<file path="src/adc_spi_cfg.svh">
// Constants for the converter serial readout port
`ifndef ADC_SPI_CFG_SVH
`define ADC_SPI_CFG_SVH

`define ADC_CLK_MHZ      250
`define ADC_TIMEOUT_MS   28
`define ADC_TIMEOUT_CYC  (`ADC_TIMEOUT_MS * `ADC_CLK_MHZ * 1000)
`define ADC_SHORT_BITS   16
`define ADC_LONG_BITS    32
`define ADC_CFG_RESET    16'h058b
`define ADC_CFG_SS       15
`define ADC_CFG_MUX_HI   14
`define ADC_CFG_MUX_LO   12
`define ADC_CFG_PGA_HI   11
`define ADC_CFG_PGA_LO   9
`define ADC_CFG_MODE     8
`define ADC_CFG_DR_HI    7
`define ADC_CFG_DR_LO    5
`define ADC_CFG_TS       4
`define ADC_CFG_PULLUP   3
`define ADC_CFG_NOP_HI   2
`define ADC_CFG_NOP_LO   1
`define ADC_CFG_RSVD     0
`define ADC_NOP_VALID    2'b01
`define ADC_PIN_RESET    3'b001

`endif

</file>
<file path="src/adc_spi_pkg.sv">
// Types shared by the converter serial readout port
`default_nettype none
package adc_spi_pkg;
    typedef enum logic [1:0] {
        XFER_IDLE    = 2'b00,
        XFER_ACTIVE  = 2'b01,
        XFER_TIMEOUT = 2'b10
    } xfer_state_t;

    typedef enum logic [2:0] {
        analog_input_zero  = 3'b000,
        analog_input_one   = 3'b001,
        analog_input_two   = 3'b010,
        analog_input_three = 3'b011,
        ground_ref         = 3'b100
    } mux_input_t;
endpackage
`default_nettype wire

</file>
<file path="src/adc_result_fifo.sv">
// Two-entry result buffer with valid and ready on both sides
`default_nettype none
module adc_result_fifo #(
    parameter int WIDTH = 16,
    parameter int DEPTH = 2
) (
    input  wire logic             clk,
    input  wire logic             reset,
    input  wire logic [WIDTH-1:0] inData,
    input  wire logic             inValid,
    output logic                  inReady,
    output logic [WIDTH-1:0]      outData,
    output logic                  outValid,
    input  wire logic             outReady
);
    localparam int AW = (DEPTH > 1) ? $clog2(DEPTH) : 1;
    localparam int CW = $clog2(DEPTH + 1);

    logic [WIDTH-1:0] mem_r [DEPTH];
    logic [AW-1:0]    wrPtr_r;
    logic [AW-1:0]    rdPtr_r;
    logic [CW-1:0]    count_r;
    logic [CW-1:0]    count_nxt;
    logic             push;
    logic             pop;

    function automatic logic [AW-1:0] ptrInc(input logic [AW-1:0] p);
        ptrInc = (p == AW'(DEPTH - 1)) ? '0 : AW'(p + 1'b1);
    endfunction

    // Handshake terms
    assign push     = inValid && inReady;
    assign pop      = outValid && outReady;
    assign outValid = (count_r != '0);
    assign outData  = mem_r[rdPtr_r];

    always_comb begin
        count_nxt = count_r;
        if (push && !pop) begin
            count_nxt = CW'(count_r + 1'b1);
        end else if (pop && !push) begin
            count_nxt = CW'(count_r - 1'b1);
        end
    end

    // Storage and pointers
    always_ff @(posedge clk or posedge reset) begin
        if (reset) begin
            mem_r   <= '{default: '0};
            wrPtr_r <= '0;
            rdPtr_r <= '0;
            count_r <= '0;
            inReady <= 1'b0; // Not ready until reset is gone
        end else begin
            if (push) begin
                mem_r[wrPtr_r] <= inData;
                wrPtr_r        <= ptrInc(wrPtr_r);
            end
            if (pop) begin
                rdPtr_r <= ptrInc(rdPtr_r);
            end
            count_r <= count_nxt;
            inReady <= (count_nxt != CW'(DEPTH)); // Registered not-full
        end
    end
endmodule
`default_nettype wire

</file>
<file path="src/adc_spi_readout.sv">
// Serial readout and configuration port of a small converter
//
// Function
// - Raising select resets the serial state and drops partial transfers.
// - Next select low shifts out the buffered result from the first rising edge.
// - Ready low at start means a new result; high repeats the last one.
// - Mode 1: clock idles low, output changes only on rising edges.
// - Both sides sample incoming data on falling clock edges.
// - Deselected, the data/ready pin is weakly pulled to supply by default.
// - With pull-up bit clear, the pin floats while select is high.
// - No ready pulse appears while select is high.
// - At select low, pin drives low if new result unread, else high.
// - A result finishing mid-transfer waits for a later transfer.
// - Result holding register stays stable so any readout is complete.
// - Clock low longer than 28 ms abandons the transfer.
// - Mux measures each input against ground, input 0 against input 1, or inputs 0-2 against input 3.
// - Mode 0 converts continuously; mode 1 starts on a written start bit.
// - Config updates only when the write-valid bits are 01.
// - Result bit 15 comes first; config bits are taken on falling edges.
// - A transfer is 16 bits, or 32 bits with config readback.
`include "adc_spi_cfg.svh"
`default_nettype none
module adc_spi_readout #(
    parameter int RESULT_BITS    = `ADC_SHORT_BITS,
    parameter int BUF_DEPTH      = 2,
    parameter int TIMEOUT_CYCLES = `ADC_TIMEOUT_CYC
) (
    input  wire logic                    clk,
    input  wire logic                    reset,
    input  wire logic                    selectN,
    input  wire logic                    serialClk,
    input  wire logic                    serialIn,
    output logic                         serialOutReadyN,
    output logic                         serialOutEnN,
    output logic                         weakPullUp,
    input  wire logic [RESULT_BITS-1:0]  convData,
    input  wire logic                    convValid,
    output logic                         convReady,
    output logic                         convContinuous,
    output logic                         convStart,
    output adc_spi_pkg::mux_input_t      muxPos,
    output adc_spi_pkg::mux_input_t      muxNeg,
    output logic [2:0]                   gainSel,
    output logic [2:0]                   rateSel,
    output logic                         tempMode
);
    localparam int TW = $clog2(TIMEOUT_CYCLES + 1);

    logic [2:0]               pinS1_r;
    logic [2:0]               pinS2_r;
    logic [2:0]               pinS3_r;
    logic [2:0]               pinClean_r;
    logic [2:0]               pinPrev_r;
    logic                     csRise;
    logic                     csFall;
    logic                     sclkRise;
    logic                     sclkFall;
    adc_spi_pkg::xfer_state_t state_r;
    logic [31:0]              shiftOut_r;
    logic [15:0]              cfgShift_r;
    logic [15:0]              cfg_r;
    logic [15:0]              cfgWord;
    logic                     cfgApply;
    logic [5:0]               riseCnt_r;
    logic [5:0]               fallCnt_r;
    logic [TW-1:0]            toCnt_r;
    logic [RESULT_BITS-1:0]   result_r;
    logic                     newData_r;
    logic [RESULT_BITS-1:0]   bufData;
    logic                     bufValid;
    logic                     bufPop;
    logic [5:0]               muxPair;

    // Mux code to positive and negative input
    function automatic logic [5:0] muxDecode(input logic [2:0] code);
        case (code)
            3'b000:  muxDecode = {adc_spi_pkg::analog_input_zero, adc_spi_pkg::analog_input_one};
            3'b001:  muxDecode = {adc_spi_pkg::analog_input_zero, adc_spi_pkg::analog_input_three};
            3'b010:  muxDecode = {adc_spi_pkg::analog_input_one, adc_spi_pkg::analog_input_three};
            3'b011:  muxDecode = {adc_spi_pkg::analog_input_two, adc_spi_pkg::analog_input_three};
            3'b100:  muxDecode = {adc_spi_pkg::analog_input_zero, adc_spi_pkg::ground_ref};
            3'b101:  muxDecode = {adc_spi_pkg::analog_input_one, adc_spi_pkg::ground_ref};
            3'b110:  muxDecode = {adc_spi_pkg::analog_input_two, adc_spi_pkg::ground_ref};
            default: muxDecode = {adc_spi_pkg::analog_input_three, adc_spi_pkg::ground_ref};
        endcase
    endfunction

    // Pin synchronisers, bits are {din, sclk, select}
    always_ff @(posedge clk or posedge reset) begin
        if (reset) begin
            pinS1_r    <= `ADC_PIN_RESET;
            pinS2_r    <= `ADC_PIN_RESET;
            pinS3_r    <= `ADC_PIN_RESET;
            pinClean_r <= `ADC_PIN_RESET;
            pinPrev_r  <= `ADC_PIN_RESET;
        end else begin
            pinS1_r   <= {serialIn, serialClk, selectN};
            pinS2_r   <= pinS1_r;
            pinS3_r   <= pinS2_r;
            pinPrev_r <= pinClean_r;
            for (int i = 0; i < 3; i++) begin
                if (pinS2_r[i] == pinS3_r[i]) begin
                    pinClean_r[i] <= pinS3_r[i];
                end
            end
        end
    end

    // Edge events on the cleaned pins
    assign csFall   = pinPrev_r[0] && !pinClean_r[0];
    assign csRise   = !pinPrev_r[0] && pinClean_r[0];
    assign sclkRise = !pinPrev_r[1] && pinClean_r[1];
    assign sclkFall = pinPrev_r[1] && !pinClean_r[1];

    // Buffer holds finished conversions until select is high
    assign bufPop = (state_r == adc_spi_pkg::XFER_IDLE) && pinClean_r[0] && !csFall;

    adc_result_fifo #(
        .WIDTH (RESULT_BITS),
        .DEPTH (BUF_DEPTH)
    ) resultBuf (
        .clk      (clk),
        .reset    (reset),
        .inData   (convData),
        .inValid  (convValid),
        .inReady  (convReady), // Flop inside the buffer, same edge as its take
        .outData  (bufData),
        .outValid (bufValid),
        .outReady (bufPop)
    );

    // Result holding register and new-data flag
    always_ff @(posedge clk or posedge reset) begin
        if (reset) begin
            result_r  <= '0;
            newData_r <= 1'b0;
        end else begin
            if (bufValid && bufPop) begin
                result_r  <= bufData;
                newData_r <= 1'b1;
            end else if (state_r == adc_spi_pkg::XFER_ACTIVE && sclkRise
                         && riseCnt_r == '0) begin
                newData_r <= 1'b0;
            end
        end
    end

    // Transfer state
    always_ff @(posedge clk or posedge reset) begin
        if (reset) begin
            state_r <= adc_spi_pkg::XFER_IDLE;
        end else begin
            case (state_r)
                adc_spi_pkg::XFER_IDLE: begin
                    if (csFall) begin
                        state_r <= adc_spi_pkg::XFER_ACTIVE;
                    end
                end
                adc_spi_pkg::XFER_ACTIVE: begin
                    if (pinClean_r[0]) begin
                        state_r <= adc_spi_pkg::XFER_IDLE;
                    end else if (toCnt_r == TW'(TIMEOUT_CYCLES)) begin
                        state_r <= adc_spi_pkg::XFER_TIMEOUT;
                    end
                end
                default: begin
                    if (pinClean_r[0]) begin
                        state_r <= adc_spi_pkg::XFER_IDLE;
                    end
                end
            endcase
        end
    end

    // Clock-low watchdog
    always_ff @(posedge clk or posedge reset) begin
        if (reset) begin
            toCnt_r <= '0;
        end else if (state_r != adc_spi_pkg::XFER_ACTIVE || pinClean_r[1] || sclkFall) begin
            toCnt_r <= '0;
        end else if (toCnt_r != TW'(TIMEOUT_CYCLES)) begin
            toCnt_r <= TW'(toCnt_r + 1'b1);
        end
    end

    // Output shifter, launched on rising edges
    always_ff @(posedge clk or posedge reset) begin
        if (reset) begin
            shiftOut_r <= '0;
            riseCnt_r  <= '0;
        end else if (csFall) begin
            shiftOut_r <= {result_r, cfg_r};
            riseCnt_r  <= '0;
        end else if (state_r != adc_spi_pkg::XFER_ACTIVE) begin
            riseCnt_r  <= '0;
        end else if (sclkRise) begin
            shiftOut_r <= {shiftOut_r[30:0], 1'b0};
            if (riseCnt_r != 6'(`ADC_LONG_BITS)) begin
                riseCnt_r <= 6'(riseCnt_r + 1'b1);
            end
        end
    end

    // Pin drive: ready level at select low, data on rising edges
    always_ff @(posedge clk or posedge reset) begin
        if (reset) begin
            serialOutReadyN <= 1'b1;
            serialOutEnN    <= 1'b1;
            weakPullUp      <= 1'b1;
        end else begin
            weakPullUp <= pinClean_r[0] && cfg_r[`ADC_CFG_PULLUP];
            if (csFall) begin
                serialOutEnN    <= 1'b0;
                serialOutReadyN <= !newData_r;
            end else if (state_r == adc_spi_pkg::XFER_IDLE || pinClean_r[0]) begin
                serialOutEnN    <= 1'b1;
                serialOutReadyN <= 1'b1;
            end else if (state_r == adc_spi_pkg::XFER_TIMEOUT) begin
                serialOutReadyN <= 1'b1;
            end else if (sclkRise) begin
                serialOutReadyN <= shiftOut_r[31];
            end
        end
    end

    // Config word completes on the sixteenth falling edge
    assign cfgWord  = {cfgShift_r[14:0], pinClean_r[2]};
    assign cfgApply = (state_r == adc_spi_pkg::XFER_ACTIVE) && !pinClean_r[0] && sclkFall
                      && fallCnt_r == 6'(`ADC_SHORT_BITS - 1);

    // Input shifter, sampled on falling edges
    always_ff @(posedge clk or posedge reset) begin
        if (reset) begin
            cfgShift_r <= '0;
            fallCnt_r  <= '0;
        end else if (state_r != adc_spi_pkg::XFER_ACTIVE) begin
            fallCnt_r  <= '0;
        end else if (sclkFall) begin
            cfgShift_r <= cfgWord;
            if (fallCnt_r != 6'(`ADC_LONG_BITS)) begin
                fallCnt_r <= 6'(fallCnt_r + 1'b1);
            end
        end
    end

    // Configuration register and conversion control
    always_ff @(posedge clk or posedge reset) begin
        if (reset) begin
            cfg_r     <= `ADC_CFG_RESET;
            convStart <= 1'b0;
        end else begin
            convStart <= 1'b0;
            if (cfgApply && cfgWord[`ADC_CFG_NOP_HI:`ADC_CFG_NOP_LO] == `ADC_NOP_VALID) begin
                cfg_r     <= {1'b0, cfgWord[14:1], 1'b1};
                convStart <= cfgWord[`ADC_CFG_SS] && cfgWord[`ADC_CFG_MODE];
            end
        end
    end

    // Decoded configuration outputs
    assign muxPair = muxDecode(cfg_r[`ADC_CFG_MUX_HI:`ADC_CFG_MUX_LO]);

    always_ff @(posedge clk or posedge reset) begin
        if (reset) begin
            muxPos         <= adc_spi_pkg::analog_input_zero;
            muxNeg         <= adc_spi_pkg::analog_input_one;
            gainSel        <= '0;
            rateSel        <= '0;
            tempMode       <= 1'b0;
            convContinuous <= 1'b0;
        end else begin
            muxPos           <= adc_spi_pkg::mux_input_t'(muxPair[5:3]);
            muxNeg           <= adc_spi_pkg::mux_input_t'(muxPair[2:0]);
            gainSel          <= cfg_r[`ADC_CFG_PGA_HI:`ADC_CFG_PGA_LO];
            rateSel          <= cfg_r[`ADC_CFG_DR_HI:`ADC_CFG_DR_LO];
            tempMode         <= cfg_r[`ADC_CFG_TS];
            convContinuous   <= !cfg_r[`ADC_CFG_MODE];
        end
    end

    // Checks on the port behaviour
    select_release_a: assert property (@(posedge clk) disable iff (reset)
        csRise |=> serialOutEnN ##1 serialOutEnN)
        else $error("pin still driven after select rose");
    ready_level_a: assert property (@(posedge clk) disable iff (reset)
        csFall |=> !serialOutEnN && serialOutReadyN == !$past(newData_r))
        else $error("ready level at select low wrong");
    first_bit_a: assert property (@(posedge clk) disable iff (reset)
        state_r == adc_spi_pkg::XFER_ACTIVE && sclkRise && riseCnt_r == '0 && !pinClean_r[0]
        |=> serialOutReadyN == result_r[RESULT_BITS-1])
        else $error("first bit is not result msb");
    flag_clear_a: assert property (@(posedge clk) disable iff (reset)
        state_r == adc_spi_pkg::XFER_ACTIVE && sclkRise && riseCnt_r == '0 |=> !newData_r)
        else $error("new-data flag not cleared");
    result_hold_a: assert property (@(posedge clk) disable iff (reset)
        state_r != adc_spi_pkg::XFER_IDLE |=> $stable(result_r))
        else $error("result changed during transfer");
    nop_ignore_a: assert property (@(posedge clk) disable iff (reset)
        cfgApply && cfgWord[2:1] != 2'b01 |=> $stable(cfg_r))
        else $error("config changed on no-op word");
    clock_timeout_a: assert property (@(posedge clk) disable iff (reset)
        state_r == adc_spi_pkg::XFER_ACTIVE && !pinClean_r[0] && toCnt_r == TW'(TIMEOUT_CYCLES)
        |=> state_r == adc_spi_pkg::XFER_TIMEOUT)
        else $error("timeout not taken");
    select_reset_a: assert property (@(posedge clk) disable iff (reset)
        csRise |=> ##1 state_r == adc_spi_pkg::XFER_IDLE && riseCnt_r == '0)
        else $error("serial state not reset by select");
    common_point_a: assert property (@(posedge clk) disable iff (reset)
        cfg_r[14:12] == 3'b011 |=> muxPos == adc_spi_pkg::analog_input_two
        && muxNeg == adc_spi_pkg::analog_input_three)
        else $error("mux pairing wrong");
    free_run_a: assert property (@(posedge clk) disable iff (reset)
        !cfg_r[`ADC_CFG_MODE] && !cfgApply |=> convContinuous && !convStart)
        else $error("continuous mode not signalled");
endmodule
`default_nettype wire

</file>
<file path="config.mk">
export PLATFORM = sky130hd
export DESIGN_NAME = adc_spi_readout
export DESIGN_NICKNAME = d
export VERILOG_FILES = /design/src/adc_spi_pkg.sv /design/src/adc_result_fifo.sv /design/src/adc_spi_readout.sv
export VERILOG_INCLUDE_DIRS = /design/src
export SDC_FILE = /design/constraint.sdc
export NUM_CORES = 1
export LEC_CHECK = 0
export BUFFER_PORTS_ARGS = -buffer_cell sky130_fd_sc_hd__buf_4
export CAP_MARGIN = 20
export CORE_MARGIN = 2
export CORE_UTILIZATION = 49
export DETAILED_ROUTE_END_ITERATION = 10
export GPL_ROUTABILITY_DRIVEN = 0
export PLACE_DENSITY = 0.69
export SETUP_SLACK_MARGIN = 0.3
export SLEW_MARGIN = 25
export SYNTH_ARGS = -nofsm -noshare
export SYNTH_HDL_FRONTEND = slang
export SYNTH_SLANG_ARGS = --single-unit
</file>
<file path="constraint.sdc">
create_clock -name clk -period 5.3 [get_ports clk]
set_input_delay 0.795 -clock clk [delete_from_list [all_inputs] [get_ports clk]]
set_output_delay 0.795 -clock clk [all_outputs]
set_load 0.01 [all_outputs]
</file>
# After elaboration in Yosys (flattened, before gate mapping)

Index checks and enable logic that the tools add are counted.
W data, S select, Z words.

Register bits after elaboration: 184
Word-level logic and storage cells: 152

Add/sub/neg operators: 7
$lt $le $gt $ge: 3
Equality and inequality tests: 22
Multiplexer cells: 37
Bitwise logic cells: 3
Reduce and logical (&&, ||, !) cells: 48

Operator list:

| cell                    | count |
|---|---|
| $mux W32                | 3 |
| $mux W16                | 4 |
| $mux W23                | 2 |
| $mux W6                 | 7 |
| $pmux W5 S7             | 1 |
| $bwmux W32              | 1 |
| $add A23 B1 Y23 const B | 1 |
| $eq A23 B23 Y1 const B  | 1 |
| $ne A23 B23 Y1 const B  | 1 |
| $logic_and A1 B1 Y1     | 18 |
| $demux W16 S1           | 1 |
| $reduce_bool A2 Y1      | 7 |
| $add A6 B1 Y6 const B   | 2 |
| $mux W2                 | 6 |
| $ne A6 B6 Y1 const B    | 2 |
| $mux W1                 | 11 |
| $eq A3 B3 Y1 const B    | 3 |
| $reduce_bool A3 Y1      | 3 |
| $logic_not A1 Y1        | 8 |
| $reduce_and A2 Y1       | 4 |
| $eq A3 B2 Y1 const B    | 2 |
| $eq A6 B4 Y1 const B    | 1 |
| $logic_not A6 Y1        | 1 |
| $ne A2 B2 Y1 const B    | 3 |
| 19 further kinds        | 27 |

# Logic depth before layout (Yosys ltp)

Gate-level depths: netlist of the first run.

Word-level depth: 9
Mapped depth: 7
Depth with buffers taken out: 6

# Hierarchy

From an unflattened synthesis of the first run, not the netlist that was laid out.

Cell total of the unflattened synthesis: 626
Area total of the unflattened synthesis: 7783.7 µm²

Modules (own cells, without submodules):

| module          | times used | cells each | area each (µm²) | seq. area each (µm²) |
|---|---|---|---|---|
| adc_spi_readout | 1          | 516        | 6124.6          | 3671.0 |
| adc_result_fifo | 1          | 110        | 1659.1          | 925.9 |

# Worst setup path before layout of the first run

No wires, ideal clock.

Path type: input to register
From: input convValid
To: register resultBuf.mem_r[16] (netlist name)
Library setup time: 125 ps
Arrival time: 2152 ps
Data required time: 5175 ps
Slack: 3023 ps
Stages on the path: 6
Cells stage by stage: and2_1 > clkbuf_1 > nand2b_1 > clkbuf_1 > buf_1 > mux2_2

Word-level cells in the longest chain between the ends: 1

Ends and longest elaborated chain:

| what                            | line                  | source |
|---|---|---|
| from (decl)                     | adc_spi_readout.sv:37 | `input wire logic convValid,` |
| $logic_and A1 B1 Y1             | adc_result_fifo.sv:32 | `assign push = inValid && inReady;` |
| to (signal, indexed assignment) | adc_result_fifo.sv:56 | `mem_r[wrPtr_r] <= inData;` |
| to (decl)                       | adc_result_fifo.sv:19 | `logic [WIDTH-1:0] mem_r [DEPTH];` |

No other way between the ends.
A chain may end at the register's enable or synchronous reset.

# Final worst setup path of the first run

From: register pinClean_r[0]
To: register resultBuf.inReady

Word-level cells in the longest chain between the ends: 9
Elaborated cells between the ends (all ways): 12
Classes of those cells: eq/ne (1); mux (2); reduce/logical (9)

Ends and longest elaborated chain:

| what                                                    | line                                         | source |
|---|---|---|
| from (decl)                                             | adc_spi_readout.sv:52                        | `logic [2:0] pinClean_r;` |
| from (signal assigned)                                  | adc_spi_readout.sv:94                        | `` pinClean_r <= `ADC_PIN_RESET; `` |
| from (signal, indexed assignment)                       | adc_spi_readout.sv:103                       | `pinClean_r[i] <= pinS3_r[i];` |
| $logic_not A1 Y1                                        | adc_spi_readout.sv:110                       | `assign csFall = pinPrev_r[0] && !pinClean_r[0];` |
| $logic_and A1 B1 Y1                                     | adc_spi_readout.sv:110                       |  |
| $logic_not A1 Y1                                        | adc_spi_readout.sv:116                       | `assign bufPop = (state_r == adc_spi_pkg::XFER_IDLE) && pinClean_r[0] && !csFall;` |
| $logic_and A1 B1 Y1 (*)                                 | adc_spi_readout.sv:116                       |  |
| $logic_and A1 B1 Y1 (*)                                 | adc_result_fifo.sv:33                        | `assign pop = outValid && outReady;` |
| $logic_and A1 B1 Y1 or $logic_not A1 Y1 (tied branches) | adc_result_fifo.sv:41, adc_result_fifo.sv:39 |  |
| $mux W2 or $logic_and A1 B1 Y1 (tied branches)          | adc_result_fifo.sv:41, adc_result_fifo.sv:39 |  |
| $mux W2 (*)                                             | adc_result_fifo.sv:39                        | `if (push && !pop) begin` |
| via resultBuf.count_nxt[1]                              | adc_result_fifo.sv:23                        | `logic [CW-1:0] count_nxt;` |
| $ne A2 B2 Y1 (*)                                        | adc_result_fifo.sv:63                        | `inReady <= (count_nxt != CW'(DEPTH));` |
| to (signal assigned)                                    | adc_result_fifo.sv:63                        |  |
| to (decl)                                               | adc_result_fifo.sv:11                        | `output logic inReady,` |

The timed path passes the listed nets; every way through them passes the cells marked *.

==> results by group, run 1 <==
Setup path
  – Worst setup endpoint: resultBuf.inReady
  – Worst reg2reg path depth: 4
  – Crit. Startpoint: pinClean_r[0]
  – R2r setup slk: 2.93 ns
  – Crit-path max cell delay: approximately 0.96 ns
  – Worst EP required: 5.62 ns
  – Worst r2r src: pinClean_r[0]
  – Worst-path cell chain: or4b_2, maj3_1, o22ai_1, nand2b_1
  – Peak fanout along the critical path: 38
  – Crit end category: flop
  – WP data arrival: approximately 2.7 ns
  – Slowest cell on crit path: or4b_2
  – Setup CP Type: flop to flop
  – Worst r2r dst: resultBuf.inReady
  – CP Launch Type: flop

Timing
  – Setup total negative slack: 0 ns
  – Final setup violation count: 0
  – Final WS setup: around 2.9 ns
  – Unrepaired setup endpoints after global routing: no
  – Pins over their slew limit: 0
  – Period minus WS final: 2.37 ns
  – Tcrit/Tclk final: 0.448
  – Fmax: 421 MHz
  – Worst-Margin Slew: about 1.0 ns
  – Final Hold Fails: 0
  – Rel. slew slack: 0.303
  – Final Skew: a little over 0.01 ns

Clock network
  – TritonCTS Buffers: 17
  – # hold bufs at CTS: 0
  – CTS sink cnt: 183
  – Clk pin slew, worst setup/hold paths: 0.07 ns
  – PostCTS Resize Cnt: 0
  – Deepest clock path buffer count: 2
  – CTS tree: yes
  – Clock Latency Late Sink: 0.43 ns
  – # Post-CTS Setup Buffers: 0
  – H-tree Lvls: 4
  – Root Buffer: clkbuf_16

Global route
  – Total global-route track usage: 0.173
  – Total global routing overflow: 0
  – First-pass GRT wire length: 23.0 mm
  – Vias in the first global route: 4,814
  – Pin count of the biggest net entering global routing: 184
  – Antenna violations before repair: 0

Floorplan
  – IO Count: 41
  – Core Box Area: ~15,000 sq um
  – Die footprint: between 15,000 and 20,000 sq um
  – Chip width: between 100 and 150 um
  – Site Rows: 45
  – Die span in y: ~130 um
  – Starting density of the core: 0.503

Yosys
  – Top cell type's share of synthesized area: 0.551
  – Part of the Yosys area used for sequential elements: 0.599
  – Post-Syn Nets: 665
  – Yosys warns: 0
  – Cell taking the most area after synthesis: dfrtp_1
  – Dominant synthesized flop cell: dfrtp_1
  – Mapped Avg Cell Area: ~12 sq um
  – Post-synth cell types: 50
  – Register bit total from synthesis: roughly 180
  – Async S/R FF share, synth: 1.00
  – Mapped cell area: about 7700 sq um
  – Top cells by area, synth: dfrtp_1, mux2_2, mux2i_1
  – Post-Synthesis Cells: between 600 and 700
  – Post-synth EDFFs: 0

Routing
  – Routed WL per cell: ~15 um
  – Via/cell ratio: 5.29
  – Via count: 4,710
  – DRT antenna net count: 0
  – Drt drc: 0
  – First-pass iteration count of the detailed router: 5
  – Number of DRC markers in iteration 0: 310
  – Post-Route WL: 13.1 mm

Cells and area
  – Most frequent cells in the layout: dfrtp_1, nand2_1, mux2_2
  – Final core utilization: 0.579
  – Most common cell after layout, fill and taps aside: dfrtp_1
  – Design Area, Final: 8830 sq um
  – Diode count: 0
  – Share of cells above drive strength 1: 0.241
  – Fin nets: ~700
  – P&R area growth vs syn: 15.0%

Power
  – Clock share of power: 0.339
  – Int Power: around 2.8 mW
  – Static Leak: 3.88 nW
  – Maximum vdd drop: 0.315 mV
  – Power Total: 3.85 mW
  – Net Sw Frac: 0.264
  – Seq pwr share: 0.495
  – Pwr/cell area: about 440 nW/um^2
  – Switching pwr: between 1 and 1.5 mW
  – Combinational Power Share: 0.166

Place
  – Port Buf Inserts: 39
  – Post-place setup slack: 2.91 ns
  – Post-DP Area: 8210 sq um
  – Final HPWL DP: about 8.4 mm

Run
  – Max_cap viols: 0

Status
  – Outcome: complete, no violations

Min path
  – HP Class: flop to flop
==> cell families after synthesis <==
logic type | after synthesis | share of synthesized area
other cells | 1 | 0.000489
buf+inv | 48 | 0.0259
fa+ha+maj | 11 | 0.0166
xor+xnor | 24 | 0.0274
compound gates | 77 | 0.0554
flops | 183 | 0.599
mux | 112 | 0.156
simple gates | 180 | 0.120
==> power groups by stage <==
stage / sequential, mW / combinational, mW / clock, mW
after detailed placement: 1.93 / 0.651 / 0
after CTS: 1.91 / 0.655 / 1.33
after global placement: 1.91 / 0.614 / 0
final: 1.91 / 0.639 / 1.31
after floorplan: 1.84 / 0.557 / 0
after global routing: 1.95 / 0.733 / 1.40
==> registers in the layout (all words and copies together), names as in the netlist, 6 cells and up <==
register         flops
cfgShift_r          15
riseCnt_r            6
shiftOut_r          32
fallCnt_r            6
cfg_r               14
resultBuf.mem_r     32
toCnt_r             23
result_r            16
==> cell usage after synthesis (all sizes together), types with 3 or more instances <==
library cell	number
buf	10
and3	5
nor4b	3
dfrtp	169
nor2b	5
o21ai	53
a21oi	11
mux2	59
ha	7
o41ai	3
maj3	4
xor2	12
and2	6
or3	3
or4b	4
clkbuf	22
nand2	71
nand3	12
or2	3
dfstp	14
nor4	6
mux2i	53
nand4	10
inv	16
nand2b	7
nor2	34
xnor2	12
==> critical path: cells and delay by family (launching register included) <==
family                   cells  cell delay, ns
flip-flops                   1            0.61
AO/OA/AOI/OAI                1            0.16
AND/OR/NAND/NOR              2            1.03
adder cells (fa/ha/maj)      1            0.45
==> per-layer routing <==
layer,part of all wire,GRT usage,wire length [um]
met5,0,0,0
met3,0.028,0.0425,367
met4,0.014,0.0633,188
met2,0.49,0.280,6440
met1,0.47,0.229,6150
==> stage by stage <==
step / hold slack (ns) / std cells
floorplan: 0.331 / 636
global placement: 0.341 / 858
detailed placement: 0.339 / 859
CTS: 0.362 / 891
global route: 0.369 / 891
finish: 0.356 / 891
==> how the worst min path moves through the flow <==
stage               start    endpoint  slack, ns  depth (start not counted)
2_1_floorplan  pinS1_r[1]  pinS2_r[1]       0.33                          0
3_3_place_gp   pinS1_r[2]  pinS2_r[2]       0.34                          0
3_5_place_dp   pinS1_r[1]  pinS2_r[1]       0.34                          0
4_1_cts        pinS1_r[2]  pinS2_r[2]       0.36                          0
5_1_grt        pinS1_r[0]  pinS2_r[0]       0.37                          0
6_report       pinS1_r[2]  pinS2_r[2]       0.36                          0
==> layout make-up <==
cell class / count / area, sq um
Fill cell: 1237 / 6430
Sequential cell: 183 / 4600
Multi-Input combinational cell: 405 / 2920
Clock buffer: 22 / 474
Timing Repair Buffer: 44 / 363
Tap cell: 211 / 264
Clock inverter: 10 / 145
Inverter: 16 / 63.8
No activity file was read; power rests on OpenSTA's default activity.
==> run 2, diff against run 1 <==
- PLACE_DENSITY: 0.69 -> 0.66
- clock period: 5.3 -> 2.2 ns (I/O delays scaled with it)
==> run 2 against run 1 <==
Compared with the run above:
- global-route usage rose by 0.40 points
- setup slack worse by 2.7 ns
- fmax up 20%
- flip-flop and latch count unchanged
- first-iteration DRC count decreased by 13%
- wire length up 1.5%
- via count grew 1.6%
- cell count grew 2.7%
- critical path depth unchanged
- clock power up 110%
- total power up 130%
- die area is the same
==> results by group, run 2 (synthesis gave the netlist of run 1 again) <==
Status
  – Outcome: complete, no violations

Run
  – Max_cap viols: 0 (unchanged)

Global route
  – Pin count of the biggest net entering global routing: 65 (-65%)
  – Total global routing overflow: 0 (unchanged)
  – Vias in the first global route: 4,975 (+3.3%)
  – First-pass GRT wire length: 23.5 mm (+2.4%)
  – Antenna violations before repair: 0 (unchanged)
  – Total global-route track usage: 0.177 (+0.00405)

Timing
  – Period minus WS final: 1.97 ns (-0.402 ns)
  – Worst-Margin Slew: 0.540 ns (-0.506 ns)
  – Final Skew: 0.0116 ns (+0.00138 ns)
  – Tcrit/Tclk final: 0.896 (+0.448)
  – Unrepaired setup endpoints after global routing: yes
  – Final setup violation count: 0 (unchanged)
  – Setup total negative slack: 0 ns (unchanged)
  – Rel. slew slack: 0.639 (+0.337)
  – Final WS setup: 0.229 ns (-2.70 ns)
  – Final Hold Fails: 0 (unchanged)
  – Pins over their slew limit: 0 (unchanged)
  – Fmax: 507 MHz (+20%)

Clock network
  – Deepest clock path buffer count: 2 (unchanged)
  – Clk pin slew, worst setup/hold paths: 0.07 ns (about the same)
  – H-tree Lvls: 4 (unchanged)
  – CTS tree: yes
  – Root Buffer: clkbuf_16
  – TritonCTS Buffers: 17 (unchanged)
  – Clock Latency Late Sink: 0.43 ns (about the same)
  – CTS sink cnt: 183 (unchanged)

Setup path
  – Crit-path max cell delay: 0.53 ns (-0.43 ns)
  – Crit-path most repeated cell: or4_4
  – Worst-path cell chain: or4_4, or4_4, nor4_4, mux2i_1
  – WP data arrival: 2.31 ns (-0.38 ns)
  – Setup CP Type: flop to flop
  – Buf/Inv on CP: 0 (unchanged)
  – CP Launch Type: flop
  – Worst setup endpoint: toCnt_r[1]
  – Slowest cell on crit path: or4_4
  – Peak fanout along the critical path: 4 (-89%)
  – Critical Path Stages: 4 (unchanged)
  – Crit end category: flop
  – Worst EP required: 2.53 ns (-3.09 ns)
  – Crit. Startpoint: toCnt_r[4]
  – Worst r2r src: toCnt_r[4]
  – Worst reg2reg path depth: 4 (unchanged)
  – Worst r2r dst: toCnt_r[1]
  – R2r setup slk: 0.23 ns (-2.70 ns)
  – CP top delay family: simple AND/OR/NAND/NOR gates

Power
  – Static Leak: 3.95 nW (+2.0%)
  – Pwr/cell area: 994 nW/um^2 (+130%)
  – Seq pwr share: 0.506 (+0.011)
  – Clock share of power: 0.306 (-0.033)
  – Combinational Power Share: 0.188 (+0.022)
  – Maximum vdd drop: 0.629 mV (+99%)
  – Switching pwr: 2.45 mW (+140%)
  – Int Power: 6.47 mW (+130%)
  – Net Sw Frac: 0.275 (+0.0106)

Cells and area
  – Share of cells above drive strength 1: 0.268 (+0.0273)
  – Fill count: 1,238 (+0.081%)
  – Diode count: 0 (unchanged)
  – Top Registers: resultBuf.mem_r x32, shiftOut_r x32, toCnt_r x23
  – Most frequent cells in the layout: dfrtp_1, nand2_1, mux2_2, buf_4, mux2i_1
  – Multi-input combinational cell area: 2950 sq um (+0.73%)
  – Fin nets: 720 (+3.4%)
  – Most common cell after layout, fill and taps aside: dfrtp_1
  – Sequential cell area: 4600 sq um (about the same)
  – Final core utilization: 0.588 (+0.00877)
  – P&R area growth vs syn: 16.8%

Place
  – Port Buf Inserts: 39 (unchanged)
  – Final HPWL DP: 8.80 mm (+4.7%)
  – Post-place setup slack: 0.0856 ns (-2.82 ns)

Floorplan
  – Die span in y: 129 um (unchanged)
  – Site Rows: 45 (unchanged)
  – Core Box Area: 15,300 sq um (unchanged)
  – IO Count: 41 (unchanged)
  – Die footprint: 16,700 sq um (unchanged)
  – Starting density of the core: 0.503 (unchanged)
  – Chip width: 129 um (unchanged)

Routing
  – Via count: 4,786 (+1.6%)
  – Number of DRC markers in iteration 0: 269 (-13%)
  – Routed WL per cell: 14.6 um (-1.1%)
  – First-pass iteration count of the detailed router: 4 (-1)
  – DRT antenna net count: 0 (unchanged)
  – Via/cell ratio: 5.23 (-1.1%)
  – Drt drc: 0 (unchanged)
  – Post-Route WL: 13.3 mm (+1.5%)

Min path
  – HP Class: primary input to flop
  – Min-delay src: convData[6]
run 2: changes by cell type in the layout (fill, tap and decap cells not counted), moves of 2 or more:
| cell | change |
|---|---|
| dfrtp_2 | +3 |
| clkbuf_8 | -2 |
| buf_4 | +17 |
| clkinv_2 | +4 |
| dlygate4sd3_1 | +4 |
| dfrtp_1 | -3 |
| bufinv_16 | -3 |
| nor4_2 | -2 |
| buf_6 | +2 |
| buf_12 | +2 |
run 2: worst min-delay path by stage:
stage	slack [ns]	endpoint	depth (start not counted)
3_5_place_dp	0.34	pinS2_r[2]	0
5_1_grt	0.12	resultBuf.mem_r[26]	2
6_report	0.14	resultBuf.mem_r[6]	2
4_1_cts	0.12	resultBuf.mem_r[2]	2
3_3_place_gp	0.34	pinS2_r[2]	0
2_1_floorplan	0.33	pinS2_r[1]	0
run 2: per-layer routing:
metal / track usage / wire length, um / vias up / share of wire
li1: - / - / 2308 / -
met1: 0.238 / 6440 / 2392 / 0.48
met2: 0.282 / 6340 / 71 / 0.48
met3: 0.0487 / 408 / 15 / 0.031
met4: 0.0582 / 155 / 0 / 0.012
met5: 0 / 0 / - / 0
run 2: what timing repair did:
| action | in CTS | in global routing |
|---|---|---|
| endpoints found under the setup margin | 19 | 22 |
| setup buffers | 4 | 1 |
| pin swaps | 3 | 0 |
| hold buffers | 4 | 0 |
| resized for setup | 4 | 7 |
| hold endpoints to repair | 18 | 0 |
run 2: worst register-to-register path, cell delays in order, from the launching register on:
cell	delay, ns
dfrtp_1	0.38
or4_4	0.53
or4_4	0.44
nor4_4	0.26
mux2i_1	0.27
run 2: area by class of cell:
type	instances	area share
Clock buffer	21	0.0502
Clock inverter	11	0.00837
Inverter	16	0.00712
Multi-Input combinational cell	405	0.329
Sequential cell	183	0.513
Tap cell	211	0.0294
Timing Repair Buffer	68	0.0631
run 2: stage by stage:
stage	total power [mW]	instance area, sq um	hold WS, ns	std cells
after detailed placement	6.27	8320	0.338	874
after global routing	9.47	8960	0.124	915
after floorplan	5.80	7700	0.331	636
final	8.92	8960	0.140	915
after CTS	9.02	8940	0.122	914
after global placement	6.15	8320	0.341	874
run 2: power by group through the flow:
stage | Clock (mW) | Sequential [mW] | Combinational (mW)
3_5_place_dp | 0 | 4.57 | 1.69
6_report | 2.73 | 4.51 | 1.68
5_1_grt | 2.95 | 4.61 | 1.91
3_3_place_gp | 0 | 4.53 | 1.62
2_1_floorplan | 0 | 4.44 | 1.36
4_1_cts | 2.79 | 4.52 | 1.71
==> run 3, diff against run 2 <==
- CELL_PAD_IN_SITES_DETAIL_PLACEMENT: unset -> 2
- CELL_PAD_IN_SITES_GLOBAL_PLACEMENT: unset -> 2
- CORE_UTILIZATION: 49 -> 42
- PLACE_DENSITY: 0.66 -> unset
- PLACE_DENSITY_LB_ADDON: unset -> 0.1
==> run 3 against run 2 <==
Compared with the run above:
- non-clock buffer count increased by 9
- fmax down 0.76%
- combinational power is 9.5% higher
- worst hold slack barely moved
- flip-flop and latch count did not move
- cell count grew 3.0%
- global-route usage is 1.6 points higher
- critical endpoint unchanged
- largest cell class unchanged
==> results by group, run 3 (synthesis gave the netlist of run 1 again) <==
Global route
  – Total global-route track usage: 0.193 (+0.0160)
  – Total global routing overflow: 0 (unchanged)
  – Antenna violations before repair: 0 (unchanged)
  – Pin count of the biggest net entering global routing: 79 (+22%)
  – Vias in the first global route: 5,710 (+15%)
  – First-pass GRT wire length: 29.8 mm (+27%)

Floorplan
  – Chip width: 139 um (+7.8%)
  – Core Box Area: 18,000 sq um (+18%)
  – Site Rows: 49 (+8.9%)
  – Die footprint: 19,400 sq um (+16%)
  – Starting density of the core: 0.427 (-0.0758)
  – IO Count: 41 (unchanged)
  – Die span in y: 139 um (+7.8%)

Routing
  – First-pass iteration count of the detailed router: 4 (unchanged)
  – Metal2 WL: 9.43 mm (+49%)
  – DRT antenna net count: 0 (unchanged)
  – Via/cell ratio: 5.28 (+0.93%)
  – Met3 wire len: 327 um (-20%)
  – Number of DRC markers in iteration 0: 189 (-30%)
  – Via count: 4,973 (+3.9%)
  – Top sig layer: met4
  – Post-Route WL: 17.7 mm (+33%)
  – Routed WL per cell: 18.8 um (+29%)
  – Drt drc: 0 (unchanged)
  – Post-Route M1 WL: 7.74 mm (+20%)

Timing
  – Unrepaired setup endpoints after global routing: yes
  – Setup total negative slack: 0 ns (unchanged)
  – Final WS setup: 0.214 ns (-0.0151 ns)
  – Period minus WS final: 1.99 ns (+0.0151 ns)
  – Pins over their slew limit: 0 (unchanged)
  – Final Hold Fails: 0 (unchanged)
  – Fmax: 504 MHz (-0.76%)
  – Tcrit/Tclk final: 0.903 (+0.00686)
  – Final setup violation count: 0 (unchanged)
  – Final Skew: 0.00925 ns (-0.00232 ns)
  – Min Hold Slack: 0.140 ns (-0.0000260 ns)

Cells and area
  – P&R area growth vs syn: 19.8%
  – Diode count: 0 (unchanged)
  – Most frequent cells in the layout: dfrtp_1, nand2_1, buf_4
  – Most common cell after layout, fill and taps aside: dfrtp_1
  – Share of cells above drive strength 1: 0.299 (+0.0303)
  – Fill count: 1,754 (+42%)
  – Top Registers: resultBuf.mem_r x32, shiftOut_r x32, toCnt_r x23
  – Post-Layout Cell Count: 942 (+3.0%)
  – Sequential cell area: 4610 sq um (+0.14%)
  – Multi-input combinational cell area: 2980 sq um (+1.1%)
  – Fin nets: 729 (+1.3%)

Setup path
  – WP data arrival: 2.32 ns (about the same)
  – R2r setup slk: 0.21 ns (-0.02 ns)
  – Crit end category: flop
  – CP Launch Type: flop
  – Setup CP Type: flop to flop
  – Worst EP required: 2.54 ns (about the same)
  – Peak fanout along the critical path: 5 (+1)
  – Worst r2r src: toCnt_r[3]
  – Worst reg2reg path depth: 5 (+1)
  – Worst r2r dst: toCnt_r[1]

Min path
  – Worst Hold End: resultBuf.mem_r[17]
  – HP Class: primary input to flop
  – Hold path depth: 2 (unchanged)
  – Min-delay src: convData[1]

Clock network
  – H-tree Lvls: 4 (unchanged)
  – TritonCTS Buffers: 17 (unchanged)
  – Deepest clock path buffer count: 2 (unchanged)
  – Root Buffer: clkbuf_16
  – CTS sink cnt: 183 (unchanged)
  – CTS tree: yes
  – Clock Latency Late Sink: 0.43 ns (about the same)
  – Clk pin slew, worst setup/hold paths: 0.07 ns (about the same)

Place
  – Post-place setup slack: 0.0801 ns (-0.00553 ns)
  – Placed cells: 895 (+2.4%)
  – Final HPWL DP: 11.1 mm (+26%)
  – Port Buf Inserts: 39 (unchanged)

Run
  – Max_cap viols: 0 (unchanged)

Power
  – Static Leak: 4.04 nW (+2.2%)
  – Pwr/cell area: 1040 nW/um^2 (+4.7%)
  – Maximum vdd drop: 0.737 mV (+17%)

Status
  – Outcome: complete, no violations
[run 3: cell types whose count changed in the layout (fill, tap and decap cells not counted), moves of 3 or more]
cell       before  now
dfrtp_2         3    8
nand3_2         1    4
nand3_1        11    8
dfrtp_1       166  161
bufinv_16       0    3
buf_4          59   66
[run 3: area by class of cell]
class	instances	area share
clock buffer	19	0.0482
clock inverter	13	0.0182
sequential	183	0.501
tap	229	0.0312
multi-input combinational	405	0.324
timing repair buffer	77	0.0706
inverter	16	0.00694
[run 3: how the worst max path moves through the flow]
stage / from / endpoint
floorplan: reset / cfgShift_r[0]
global placement: toCnt_r[4] / toCnt_r[1]
detailed placement: toCnt_r[4] / toCnt_r[1]
CTS: toCnt_r[3] / toCnt_r[1]
global route: toCnt_r[3] / toCnt_r[1]
finish: toCnt_r[3] / toCnt_r[1]
[run 3: stage by stage]
step	utilization	total power [mW]	cell area [sq um]
2_1_floorplan	-	5.80	7700
5_1_grt	0.512	10.1	9200
4_1_cts	0.505	9.71	9070
3_5_place_dp	0.467	6.41	8380
3_3_place_gp	0.467	6.21	8380
6_report	0.512	9.57	9200
[run 3: critical path: stages, from the launching register on]
cell and delay (ns):
dfrtp_1 0.39, or4_4 0.53, or4_4 0.44, nor4_4 0.14, buf_4 0.19, mux2i_1 0.22
[run 3: per-layer routing]
layer / vias up / GRT usage
li1: 2322 / -
met1: 2587 / 0.240
met2: 46 / 0.344
met3: 18 / 0.0356
met4: 0 / 0.0579
met5: - / 0
[run 3: what timing repair did]
action | in CTS | in global routing
hold buffers | 4 | 0
resized for setup | 3 | 24
endpoints found under the setup margin | 21 | 21
cloned | 0 | 1
pin swaps | 1 | 2
setup buffers | 4 | 6
hold endpoints to repair | 17 | 0
[run 3: power breakdown]
group          internal [mW]  leakage (nW)  switching [mW]
clock                   1.84         0.300            1.35
combinational          0.908          1.41           0.936
sequential              4.11          2.33           0.435
